==> src/include/burst_pkg.sv <==
package burst_pkg;
    localparam logic [7:0] COUNT_ADDR    = 8'h4B;
    localparam logic [7:0] COUNT_RESET   = 8'h06;
    localparam logic [3:0] DATA_BYTES    = 4'h6;
    localparam logic [1:0] STATUS_NONE   = 2'h0;
    localparam logic [1:0] STATUS_ONE    = 2'h1;
    localparam logic [1:0] STATUS_TWO    = 2'h2;
    localparam logic [2:0] DATA_IDX_LAST = 3'h5;

    typedef enum logic [1:0] {
        SRC_FIFO,
        SRC_STATUS1,
        SRC_STATUS2
    } byte_src_type;
endpackage : burst_pkg

==> src/logic/burst_reader.sv <==
`timescale 1ns/100ps
module burst_reader (
    input  wire logic       mclk,
    input  wire logic       rst_b,
    input  wire logic       reg_wr,
    input  wire logic       reg_rd,
    input  wire logic [7:0] reg_addr,
    input  wire logic [7:0] reg_wdata,
    output logic      [7:0] reg_rdata,
    input  wire logic       burst_enable,
    input  wire logic [1:0] status_mode,
    input  wire logic       burst_start,
    input  wire logic [7:0] fifo_byte,
    input  wire logic [7:0] status1_byte,
    input  wire logic [7:0] status2_byte,
    output logic            fifo_pop,
    output logic      [7:0] out_data,
    output logic            out_valid,
    input  wire logic       out_ready,
    output logic            burst_active
);
    // whole state of the reader, registered as one record
    typedef struct packed {
        logic [7:0]              count_reg;
        logic                    active_reg;
        logic [7:0]              samples_left_reg;
        logic [2:0]              data_idx_reg;
        burst_pkg::byte_src_type src_reg;
        logic [1:0]              status_mode_reg;
        logic [1:0][7:0]         buf_reg;
        logic [1:0]              buf_fill_reg;
        logic                    pop_reg;
        logic [7:0]              rdata_reg;
        logic                    valid_reg;
        logic [10:0]             produced_reg;
    } state_type;

    state_type st_reg;
    state_type st_next;

    function automatic logic [7:0] pick(input burst_pkg::byte_src_type s,
                                        input logic [7:0] f, input logic [7:0] a,
                                        input logic [7:0] b);
        case (s)
            burst_pkg::SRC_FIFO:    pick = f;
            burst_pkg::SRC_STATUS1: pick = a;
            burst_pkg::SRC_STATUS2: pick = b;
            default:                pick = f;
        endcase
    endfunction : pick

    // bytes in one sample for a status setting; mode 3 behaves as one status byte
    function automatic logic [3:0] bytes_per_sample(input logic [1:0] m);
        case (m)
            burst_pkg::STATUS_NONE: bytes_per_sample = burst_pkg::DATA_BYTES;
            burst_pkg::STATUS_TWO:  bytes_per_sample = burst_pkg::DATA_BYTES + 4'h2;
            default:                bytes_per_sample = burst_pkg::DATA_BYTES + 4'h1;
        endcase
    endfunction : bytes_per_sample

    logic drain;
    logic space;
    logic produce;
    logic last_of_sample;

    always_comb begin
        st_next = st_reg;
        drain   = out_valid && out_ready;
        space   = (st_reg.buf_fill_reg != 2'h2) || drain;
        produce = st_reg.active_reg && space;
        last_of_sample = 1'b0;
        st_next.pop_reg = 1'b0;
        if (reg_wr && reg_addr == burst_pkg::COUNT_ADDR) begin
            st_next.count_reg = reg_wdata;
        end
        st_next.rdata_reg = (reg_rd && reg_addr == burst_pkg::COUNT_ADDR) ?
                            st_reg.count_reg : st_reg.rdata_reg;
        if (drain) begin
            st_next.buf_reg[0] = st_reg.buf_reg[1];
        end
        if (!st_reg.active_reg && burst_start && burst_enable
            && st_reg.count_reg != 8'h00) begin
            // count only consulted when burst mode is on
            st_next.active_reg       = 1'b1;
            st_next.samples_left_reg = st_reg.count_reg;
            st_next.data_idx_reg     = 3'h0;
            st_next.src_reg          = burst_pkg::SRC_FIFO;
            st_next.status_mode_reg  = status_mode;
        end
        if (produce) begin
            if (drain && st_reg.buf_fill_reg == 2'h2) begin
                st_next.buf_reg[1] = pick(st_reg.src_reg, fifo_byte, status1_byte,
                                          status2_byte);
            end else if (drain || st_reg.buf_fill_reg == 2'h0) begin
                st_next.buf_reg[0] = pick(st_reg.src_reg, fifo_byte, status1_byte,
                                          status2_byte);
            end else begin
                st_next.buf_reg[1] = pick(st_reg.src_reg, fifo_byte, status1_byte,
                                          status2_byte);
            end
            case (st_reg.src_reg)
                burst_pkg::SRC_FIFO: begin
                    st_next.pop_reg      = 1'b1;
                    st_next.data_idx_reg = st_reg.data_idx_reg + 3'h1;
                    if (st_reg.data_idx_reg == burst_pkg::DATA_IDX_LAST) begin
                        st_next.data_idx_reg = 3'h0;
                        if (st_reg.status_mode_reg == burst_pkg::STATUS_NONE) begin
                            last_of_sample = 1'b1;
                        end else begin
                            st_next.src_reg = burst_pkg::SRC_STATUS1;
                        end
                    end
                end
                burst_pkg::SRC_STATUS1: begin
                    if (st_reg.status_mode_reg == burst_pkg::STATUS_TWO) begin
                        st_next.src_reg = burst_pkg::SRC_STATUS2;
                    end else begin
                        st_next.src_reg = burst_pkg::SRC_FIFO;
                        last_of_sample  = 1'b1;
                    end
                end
                burst_pkg::SRC_STATUS2: begin
                    st_next.src_reg = burst_pkg::SRC_FIFO;
                    last_of_sample  = 1'b1;
                end
                default: begin
                    st_next.src_reg = burst_pkg::SRC_FIFO;
                end
            endcase
            if (last_of_sample) begin
                st_next.samples_left_reg = st_reg.samples_left_reg - 8'h01;
                if (st_reg.samples_left_reg == 8'h01) begin
                    st_next.active_reg = 1'b0;
                end
            end
        end
        st_next.buf_fill_reg = st_reg.buf_fill_reg + {1'b0, produce} - {1'b0, drain};
        st_next.valid_reg    = st_next.buf_fill_reg != 2'h0;
        // bytes produced in the current burst, for the length check
        if (!st_reg.active_reg) begin
            st_next.produced_reg = 11'h000;
        end else if (produce) begin
            st_next.produced_reg = st_reg.produced_reg + 11'h001;
        end
    end

    always_ff @(posedge mclk or negedge rst_b) begin
        if (!rst_b) begin
            st_reg           <= '0;
            st_reg.count_reg <= burst_pkg::COUNT_RESET;
            st_reg.src_reg   <= burst_pkg::SRC_FIFO;
        end else begin
            st_reg <= st_next;
        end
    end

    assign reg_rdata    = st_reg.rdata_reg;
    assign fifo_pop     = st_reg.pop_reg;
    assign out_data     = st_reg.buf_reg[0];
    assign out_valid    = st_reg.valid_reg;
    assign burst_active = st_reg.active_reg;

    AST_RESET_COUNT: assert property (@(posedge mclk)
        $rose(rst_b) |-> st_reg.count_reg == burst_pkg::COUNT_RESET)
        else $error("count not at reset value");
    AST_WRITE_COUNT: assert property (@(posedge mclk) disable iff (!rst_b)
        reg_wr && reg_addr == burst_pkg::COUNT_ADDR |=> st_reg.count_reg == $past(reg_wdata))
        else $error("count write lost");
    AST_READ_COUNT: assert property (@(posedge mclk) disable iff (!rst_b)
        reg_rd && reg_addr == burst_pkg::COUNT_ADDR && !reg_wr
        |=> reg_rdata == st_reg.count_reg)
        else $error("count readback wrong");
    AST_NO_BURST_OFF: assert property (@(posedge mclk) disable iff (!rst_b)
        !st_reg.active_reg && !burst_enable |=> !st_reg.active_reg)
        else $error("burst started while disabled");
    AST_START_LOAD: assert property (@(posedge mclk) disable iff (!rst_b)
        $rose(st_reg.active_reg) |-> st_reg.samples_left_reg == $past(st_reg.count_reg))
        else $error("burst length not loaded");
    AST_SAMPLE_SIX: assert property (@(posedge mclk) disable iff (!rst_b)
        produce && st_reg.src_reg != burst_pkg::SRC_FIFO
        |-> st_reg.data_idx_reg == 3'h0)
        else $error("status byte before six data bytes");
    AST_END_LEN: assert property (@(posedge mclk) disable iff (!rst_b)
        $fell(st_reg.active_reg) |-> $past(st_reg.produced_reg) + 11'h001 ==
        11'({3'h0, st_reg.count_reg} * {7'h00, bytes_per_sample(st_reg.status_mode_reg)}))
        else $error("burst ended at wrong byte");
    AST_VALID_HOLD: assert property (@(posedge mclk) disable iff (!rst_b)
        out_valid && !out_ready |=> out_valid && out_data == $past(out_data))
        else $error("stalled byte changed");
    AST_POP_ON_DATA: assert property (@(posedge mclk) disable iff (!rst_b)
        produce && st_reg.src_reg == burst_pkg::SRC_FIFO |=> fifo_pop)
        else $error("data byte not popped");
    AST_NO_POP_STATUS: assert property (@(posedge mclk) disable iff (!rst_b)
        produce && st_reg.src_reg != burst_pkg::SRC_FIFO |=> !fifo_pop)
        else $error("status byte popped the fifo");
    AST_IDLE_NO_POP: assert property (@(posedge mclk) disable iff (!rst_b)
        !st_reg.active_reg |=> !fifo_pop)
        else $error("pop outside a burst");
    AST_ZERO_NO_START: assert property (@(posedge mclk) disable iff (!rst_b)
        !st_reg.active_reg && st_reg.count_reg == 8'h00 |=> !st_reg.active_reg)
        else $error("burst started with zero count");
    AST_START_ANSWER: assert property (@(posedge mclk) disable iff (!rst_b)
        !st_reg.active_reg && burst_start && burst_enable && st_reg.count_reg != 8'h00
        |=> burst_active)
        else $error("burst request not taken");
    AST_RDATA_HOLD: assert property (@(posedge mclk) disable iff (!rst_b)
        !reg_rd |=> $stable(reg_rdata))
        else $error("read data changed without a read");
    AST_STATUS_ONE_END: assert property (@(posedge mclk) disable iff (!rst_b)
        produce && st_reg.src_reg == burst_pkg::SRC_STATUS1
        && st_reg.status_mode_reg != burst_pkg::STATUS_TWO
        |=> st_reg.src_reg == burst_pkg::SRC_FIFO)
        else $error("extra status byte");
    AST_STATUS_TWO: assert property (@(posedge mclk) disable iff (!rst_b)
        produce && st_reg.src_reg == burst_pkg::SRC_STATUS1
        && st_reg.status_mode_reg == burst_pkg::STATUS_TWO
        |=> st_reg.src_reg == burst_pkg::SRC_STATUS2)
        else $error("second status byte missing");
    AST_INDEX_RANGE: assert property (@(posedge mclk) disable iff (!rst_b)
        st_reg.data_idx_reg <= burst_pkg::DATA_IDX_LAST)
        else $error("data index past last byte");
    AST_FILL_RANGE: assert property (@(posedge mclk) disable iff (!rst_b)
        st_reg.buf_fill_reg != 2'h3)
        else $error("buffer fill out of range");
    AST_SAMPLES_LEFT: assert property (@(posedge mclk) disable iff (!rst_b)
        st_reg.active_reg |-> st_reg.samples_left_reg != 8'h00)
        else $error("burst active with no samples left");
    AST_NO_OVERFLOW: assert property (@(posedge mclk) disable iff (!rst_b)
        st_reg.buf_fill_reg == 2'h2 && !out_ready |=> st_reg.buf_fill_reg == 2'h2)
        else $error("buffer lost a byte");
endmodule : burst_reader
==> config.mk <==
export PLATFORM = sky130hd
export DESIGN_NAME = burst_reader
export DESIGN_NICKNAME = d
export VERILOG_FILES = /design/src/include/burst_pkg.sv /design/src/logic/burst_reader.sv
export SDC_FILE = /design/constraint.sdc
export NUM_CORES = 1
export LEC_CHECK = 0
export BUFFER_PORTS_ARGS = -buffer_cell sky130_fd_sc_hd__buf_2
export CORE_AREA = 10 10 89 91
export CTS_BUF_LIST = sky130_fd_sc_hd__clkbuf_8
export DETAILED_ROUTE_END_ITERATION = 10
export DIE_AREA = 0 0 99 101
export PLACE_DENSITY = 0.76
export SYNTH_ARGS = -nofsm -noshare
export SYNTH_HDL_FRONTEND = slang
export SYNTH_SLANG_ARGS = --single-unit
==> constraint.sdc <==
create_clock -name mclk -period 2.2 [get_ports mclk]
set_clock_uncertainty 0.1 [all_clocks]
set_input_delay 0.11 -clock mclk [delete_from_list [all_inputs] [get_ports mclk]]
set_output_delay 0.11 -clock mclk [all_outputs]
set_load 0.005 [all_outputs]
==> impl_metrics.toml, run 1 <==
[run_status]
status = "complete, no violations"

[route]
drtPass1Iterations = 6
num_vias = 2147
via_per_inst = 5.17
wirelength_um = 6100
ant_nets = 0
drcViolationCount = 0
wl_per_cell_um = 14.7
drt_iter0_markers = 49

[die]
coreArea_um2 = 6200
die_w_um = 99
ios = 68
die_height_um = 101
std_cell_rows = 29
initial_core_util = 0.437
die-area_um2 = 10000

[clocking]
cts_buffers = 5
cts_root_buffer = "clkbuf_8"
clkTransAtPathRegs_ps = 90
clk_latency_ps = 310
cts_max_path_buffers = 2
cts.sinks = 52
postCtsSetupBuffers = 0
htreeDepth = 2
cts_tree = "done"

[grt]
use_met2 = 0.209
busiest_layer = "met2"
use_met3 = 0.0487
gr-total-overflow = 0
grt_max_degree = 21
antenna_found_initial = 0
grt_first_pass_wirelength_um = 10500
grt_use_met1 = 0.145
grt_usage = 0.125
grt_pass1_vias = 2255

[critical_path]
reg2regPathDepth = 7
cp-end-kind = "flip-flop"
r2r_slack_ps = 180
startpoint_type = "flip-flop"
path_max_fanout = 4
r2r_end = "st_reg[50]"
crit_start = "st_reg[41]"
path_cells = "inv_1 > ha_1 > nor3b_2 > a221oi_4 > or2_1 > o21ai_2 > a221o_1"
critPathSlowestCell = "dfrtp_1"
worstPathArrival_ps = 2110
max_stage_delay_ps = 410
crit_type = "reg2reg"
cp.required_ps = 2290
r2r-start = "st_reg[41]"

[pwr]
p_total_mw = 3.82
p_leak_nw = 1.55
powerDensity_nw_per_um2 = 1170
ir_drop_mv = 0.444

[timing]
finalSetupTns_ps = 0
period_share = 0.919
setup_viol_count_final = 0
period_needed_ps = 2020
rsz0062_at_grt = "no"
hold_viol = 0
slew_headroom = 0.668
max_freq_ghz = 0.494
worst_pin_slew_ps = 498
maxSlewViolCount = 0

[yosys]
ys_seq_area_frac = 0.480
synth-seq-cells = 52
synth_nets = 324
yosysWarnings = 0
postSynth.asyncResetShare = 1.00
ys_types = 47
postSynthAreaPerCell_um2 = 10.2
netlist_instances = 267
syn_area_um2 = 2710
synth-edff-count = 0
ys.flop_type = "dfrtp_1"

[layout]
final_util = 0.524
drive_gt1_frac = 0.352
fin_cells = 415
synthToLayoutAreaGrowth_pct = 19.7
largest_reg_flops = 33
insertedDiodeCount = 0
final_nets = 394

[place]
port_buffers = 67
place_congestion = 0.876
dp_hpwl_um = 4770
dpl.cell_count = 396

[worst_hold_path]
min_from = "fifo_byte[3]"
holdPathStages = 3
hold_class = "in2reg"
hold_end = "st_reg[34]"

[flow_run]
maxCapViolations = 0
[worst max-delay path, delay by kind of cell, from the launching register on]
kind	cells	cell delay (ps)
flops	1	410
fa+ha+maj	1	240
compound gates	3	690
buf+inv	1	80
simple gates	2	390
[how the worst max path moves through the flow]
stage            endpoint  slack [ps]  cells past startpoint
3_5_place_dp   st_reg[50]         180                      7
4_1_cts        st_reg[50]         170                      7
3_3_place_gp   st_reg[50]         250                      7
5_1_grt        st_reg[49]          20                      8
2_1_floorplan   out_valid         150                      9
6_report       st_reg[50]         180                      7
[cells in the mapped netlist, drive strengths merged, types with 2 or more instances]
master	count	share of area
nor2	11	0.015
buf	20	0.054
o22ai	3	0.0069
xnor2	2	0.0065
mux2	23	0.095
or2	3	0.0069
a21boi	2	0.0055
clkbuf	4	0.0055
a211o	2	0.0065
a22oi	9	0.025
nor4	3	0.012
dfrtp	50	0.46
dfstp	2	0.019
or3	2	0.0046
inv	12	0.017
a32o	2	0.0074
nand3	2	0.0037
ha	8	0.037
nor3	7	0.013
nand2b	3	0.0069
a21oi	6	0.011
nand2	39	0.055
o21ai	36	0.069
[cell families after synthesis]
family	share of synthesized area
XOR/XNOR	0.00646
buffers and inverters	0.0761
multiplexers	0.0991
flip-flops	0.480
AO/OA/AOI/OAI	0.165
adder cells (fa/ha/maj)	0.0369
AND/OR/NAND/NOR	0.136
[metal layers]
metal  share of wire  routed length, um
met5               0                  0
met4           0.011                 66
met3           0.084                512
met2            0.47               2880
met1            0.43               2640
[where the power goes]
part / internal [mW] / switching (mW)
registers: 1.30 / 0.227
clock network: 0.222 / 0.315
logic: 0.775 / 0.982
total: 2.29 / 1.52
[final cells by class]
class / count / area [um^2]
fill: 571 / 2960
sequential: 52 / 1300
multi-input combinational: 179 / 1200
timing repair buffer: 87 / 513
tap: 77 / 96.3
clock buffer: 5 / 68.8
inverter: 12 / 45.0
clock inverter: 3 / 18.8
[metrics by stage]
stage                     hold WS [ps]  setup WS [ps]  cell area (um^2)
after detailed placement         -4.11            181              3050
after floorplan                   -286            155              2710
after global placement           -15.0            246              3050
final                             38.1            177              3250
after CTS                         28.2            165              3250
after global routing              53.5           24.7              3250
[cell usage in the layout, fill, tap and decap left out, drive strengths merged, types with 7 or more instances in the layout]
| cell | synthesis | layout |
|---|---|---|
| nor3 | 7 | 7 |
| nor2 | 11 | 11 |
| buf | 20 | 76 |
| ha | 8 | 8 |
| dfrtp | 50 | 50 |
| a22oi | 9 | 9 |
| o21ai | 36 | 36 |
| dlygate4sd3 | 0 | 11 |
| nand2 | 39 | 39 |
| mux2 | 23 | 23 |
| inv | 12 | 12 |
[timing repair]
| item | 4_1_cts | 5_1_grt |
|---|---|---|
| setup endpoints to repair | 0 | 0 |
| resized for setup | 0 | 0 |
| hold buffers | 11 | 0 |
| endpoints found under the hold margin | 27 | 0 |
No activity file was read; power rests on OpenSTA's default activity.
==> run 2: changes to the inputs <==
- CORE_AREA: 10 10 89 91 -> 10 10 94 96
- DIE_AREA: 0 0 99 101 -> 0 0 104 106
- PLACE_DENSITY: 0.76 -> 0.69
==> run 2 against run 1 <==
Compared with the run above: combinational power is essentially flat; clock power grew 3%; critical endpoint unchanged; highest routed layer unchanged; final area grew 0.65%; core utilization shrank 6.0 points.
==> impl_metrics.toml, run 2 (synthesized netlist as in run 1, its figures left out) <==
[run_status]
status = "complete, no violations"

[timing]
period_needed_ps = 2050
finalSetupTns_ps = 0
slew_headroom = 0.495
worst_pin_slew_ps = 753
period_share = 0.933
rsz0062_at_grt = "no"
max_freq_ghz = 0.487
hold_viol = 0
setup_viol_count_final = 0
maxSlewViolCount = 0

[critical_path]
critPathSlowestCell = "dfrtp_1"
critPathTopFamily = "compound AO/OA/AOI/OAI gates"
path_cells = "inv_1 > ha_1 > nor3b_2 > a221oi_4 > or2_4 > o21ai_2 > a221o_1"
worstPathArrival_ps = 2140
cp-end-kind = "flip-flop"
cp.required_ps = 2280
crit_type = "reg2reg"
crit_buf_inv = 1
max_stage_delay_ps = 420
startpoint_type = "flip-flop"
path_max_fanout = 4

[layout]
layout_commonest_cell = "buf_2"
synthToLayoutAreaGrowth_pct = 20.5
multi_input_area_um2 = 1210
filler_cell_count = 692
fin_cells = 435
final_nets = 392
largest_reg_flops = 33
final_cell_mix = "67 x buf_2, 50 x dfrtp_1, 38 x nand2_1"
insertedDiodeCount = 0
drive_gt1_frac = 0.348
postLayoutCellArea_um2 = 3270
seq_area_um2 = 1300

[clocking]
cts_root_buffer = "clkbuf_8"
cts_buffers = 5
clkTransAtPathRegs_ps = 90
cts_max_path_buffers = 2
cts.sinks = 52
clk_latency_ps = 310
cts_tree = "done"
htreeDepth = 2

[place]
place_congestion = 0.908
port_buffers = 67
dp_hpwl_um = 4630
dpl.cell_count = 416
placed_area_um2 = 3060

[grt]
gr-total-overflow = 0
use_met2 = 0.185
grt_use_met1 = 0.139
grt_pass1_vias = 2297
antenna_found_initial = 0
grt_max_degree = 53
use_met3 = 0.0338
busiest_layer = "met2"
grt_usage = 0.111
grt_first_pass_wirelength_um = 10500

[route]
ant_nets = 0
drtPass1Iterations = 4
wl_per_cell_um = 13.6
drcViolationCount = 0
num_vias = 2125
drt_iter0_markers = 56
wirelength_um = 5930
via_per_inst = 4.89

[die]
die_height_um = 106
std_cell_rows = 31
die-area_um2 = 11000
initial_core_util = 0.384
coreArea_um2 = 7060
ios = 68
die_w_um = 104

[pwr]
powerDensity_nw_per_um2 = 1170
p_leak_nw = 1.55
p_total_mw = 3.84
ir_drop_mv = 0.398

[worst_hold_path]
hold_class = "in2reg"

[flow_run]
maxCapViolations = 0
[run 2: routing by layer]
layer | vias to the layer above | wire length [um]
met3 | 7 | 379
met4 | 0 | 65
li1 | 1063 | -
met2 | 63 | 2730
met1 | 992 | 2750
met5 | - | 0
[run 2: area by class of cell]
cell class | instances | area share
Inverter | 12 | 0.0138
Clock inverter | 2 | 0.00344
Multi-Input combinational cell | 179 | 0.369
Sequential cell | 52 | 0.399
Clock buffer | 6 | 0.0252
Tap cell | 99 | 0.0379
Timing Repair Buffer | 85 | 0.152
[run 2: worst paths after layout]
check	start	end	slack, ps	depth (start not counted)
worst max-delay path	st_reg[41]	st_reg[50]	150	7
worst max register to register	st_reg[41]	st_reg[50]	150	7
worst min register to register	reg_rdata[7]	reg_rdata[7]	390	2
max in group asynchronous	rst_b	st_reg[39]	1210	3
worst min-delay path	fifo_byte[7]	st_reg[38]	40	3
min in group asynchronous	rst_b	out_data[0]	350	3
[run 2: power breakdown]
group | total [mW] | switching [mW] | internal, mW
Clock | 0.555 | 0.303 | 0.251
Combinational | 1.76 | 0.987 | 0.778
Sequential | 1.52 | 0.224 | 1.30
[run 2: worst min-delay path, stage by stage]
cell	delay, ps
buf_2	70
o21ai_0	90
o21ai_1	140
[run 2: repair_timing]
action | in CTS | in global routing
hold buffers | 11 | 0
buffers inserted | 0 | 0
hold endpoints to repair | 60 | 0
endpoints found under the setup margin | 0 | 5
gates resized for setup | 0 | 1
[run 2: metrics by stage]
stage	hold WS, ps	utilization	setup slack (ps)
2_1_floorplan	-286	-	155
3_3_place_gp	166	0.434	196
3_5_place_dp	166	0.434	113
4_1_cts	39.0	0.463	89.1
5_1_grt	54.0	0.463	3.78
6_report	44.1	0.463	147
==> run 3: changes to the inputs <==
- ABC_AREA: default -> 1
- CORE_AREA: 10 10 94 96 -> 10 10 98 100
- DIE_AREA: 0 0 104 106 -> 0 0 108 110
==> run 3 against run 2 <==
Compared with the run above: wire length grew 22%; total power shrank 4.2%; clock power grew 15%; sequential share of layout area shrank 3.3 points; global-route usage grew 1.5 points; register-to-register slack gained 90 ps; first-iteration DRC count grew 55%; synthesized cell count grew 47%; largest power group unchanged.
==> impl_metrics.toml, run 3 <==
[yosys]
syn_area_um2 = 3020
netlist_instances = 393
ys_types = 31
synth_most_common_cell = "nand2_1"
yosysWarnings = 0
postSynth.asyncResetShare = 1.00
synth_top_area_frac = 0.414
synth-edff-count = 0
yosysTopAreaCell = "dfrtp_1"
synthTopCellsByCount = "128 x nand2_1, 50 x dfrtp_1, 41 x inv_1"
synth-seq-cells = 52
postSynthAreaPerCell_um2 = 7.69
synth.area.top_cells = "dfrtp_1 41%, nand2_1 16%, inv_1 5.1%"
synth_nets = 450
ys_seq_area_frac = 0.432
ys.flop_type = "dfrtp_1"

[timing]
max_freq_ghz = 0.510
period_needed_ps = 1960
whs_ps = 7.54
period_share = 0.892
hold_viol = 0
slew_headroom = 0.562
finalSetupTns_ps = 0
setup_viol_count_final = 0
worst_pin_slew_ps = 656
rsz0062_at_grt = "no"
maxSlewViolCount = 0

[die]
coreArea_um2 = 7650
initial_core_util = 0.395
die-area_um2 = 11900
ios = 68
die_w_um = 108
die_height_um = 110
std_cell_rows = 32

[grt]
grt_max_degree = 53
antenna_found_initial = 0
grt_usage = 0.126
gr-total-overflow = 0
grt_first_pass_wirelength_um = 12300
grt_pass1_vias = 2593

[clocking]
cts_tree = "done"
htreeDepth = 2
clk_latency_ps = 300
cts.sinks = 52
cts_root_buffer = "clkbuf_8"
cts_buffers = 5
clkTransAtPathRegs_ps = 90
cts_max_path_buffers = 2
postCtsSetupBuffers = 0

[critical_path]
r2r_slack_ps = 240
reg2regPathDepth = 9
r2r-start = "st_reg[21]"
r2r_end = "out_valid"
crit_type = "reg2reg"
cp.required_ps = 2290
path_max_fanout = 6
crit_start = "st_reg[21]"
cp-endpoint = "out_valid"
cp-end-kind = "flip-flop"
startpoint_type = "flip-flop"
worstPathArrival_ps = 2050

[worst_hold_path]
hold_class = "in2reg"
min_from = "reg_wdata[6]"

[route]
wl_per_cell_um = 13.0
drt_iter0_markers = 87
drcViolationCount = 0
via_per_inst = 4.82
drtPass1Iterations = 4
num_vias = 2698
ant_nets = 0
wirelength_um = 7260

[pwr]
ir_drop_mv = 0.366
powerDensity_nw_per_um2 = 1030
p_leak_nw = 1.91

[layout]
final_cell_mix = "128 x nand2_1, 67 x buf_2, 50 x dfrtp_1"
largest_reg_flops = 33
drive_gt1_frac = 0.216
synthToLayoutAreaGrowth_pct = 18.0
final_util = 0.466
final_nets = 514
insertedDiodeCount = 0
layout_commonest_cell = "nand2_1"

[place]
port_buffers = 67
dp_hpwl_um = 5480
place_congestion = 0.827

[run_status]
status = "complete, no violations"

[flow_run]
maxCapViolations = 0
-- run 3: changes by cell type in the layout (fill, tap and decap cells not counted), sizes merged, moves of 14 or more --
cell	before	now
nand2	39	131
inv	13	44
mux2	23	0
nand3	2	23
nand4	0	20
nor2	11	27
a21oi	6	20
-- run 3: cell type report --
| type | count | area [um^2] |
|---|---|---|
| clock buffer | 5 | 68.8 |
| clock inverter | 3 | 38.8 |
| fill | 770 | 4080 |
| inverter | 43 | 161 |
| multi-input combinational | 270 | 1360 |
| sequential | 52 | 1300 |
| tap | 102 | 128 |
| timing repair buffer | 85 | 500 |
-- run 3: cell families after synthesis --
family                   synth area share
XOR/XNOR                           0.0145
adder cells (fa/ha/maj)            0.0331
buffers and inverters               0.117
AO/OA/AOI/OAI                      0.0887
AND/OR/NAND/NOR                     0.315
flip-flops                          0.432
-- run 3: what timing repair did --
item | in CTS | in global routing
hold endpoints to repair | 59 | 0
gates resized for setup | 0 | 0
hold buffers | 12 | 0
-- run 3: worst min path at each step --
stage / to / slack, ps / cells after the start
after floorplan: burst_active / -290 / 0
after global placement: out_data[3] / 170 / 2
after detailed placement: out_data[3] / 170 / 2
after CTS: st_reg[61] / 5 / 3
after global routing: st_reg[61] / 20 / 3
final: st_reg[61] / 8 / 3
-- run 3: critical path: stages (launching register included) --
cell     delay, ps
dfrtp_1        400
inv_1          100
nand3_4         90
nand2_4         90
ha_1           290
inv_1           40
ha_1           180
xnor2_1        140
xor2_1         160
or2_2          280
-- run 3: where the power goes --
group	total [mW]	leakage (nW)	switching, mW	internal [mW]
Combinational	1.57	1.21	0.976	0.598
Sequential	1.46	0.643	0.200	1.26
Clock	0.641	0.0593	0.308	0.333
Total	3.68	1.91	1.48	2.20
-- run 3: metrics by stage --
stage               area (um^2)  instances  total power [mW]  worst slack [ps]
finish                     3560        560              3.68               238
global route               3560        560              4.05              98.0
CTS                        3560        560              3.71               217
detailed placement         3340        540              3.04               241
global placement           3340        540              2.97               306
floorplan                  3020        393              2.70               254
-- run 3: metal layers --
| metal | part of all wire | track usage | vias to the layer above |
|---|---|---|---|
| li1 | - | - | 1368 |
| met1 | 0.44 | 0.152 | 1251 |
| met3 | 0.075 | 0.0389 | 6 |
| met4 | 0.011 | 0.0439 | 0 |
| met5 | 0 | 0 | - |
| met2 | 0.47 | 0.210 | 73 |
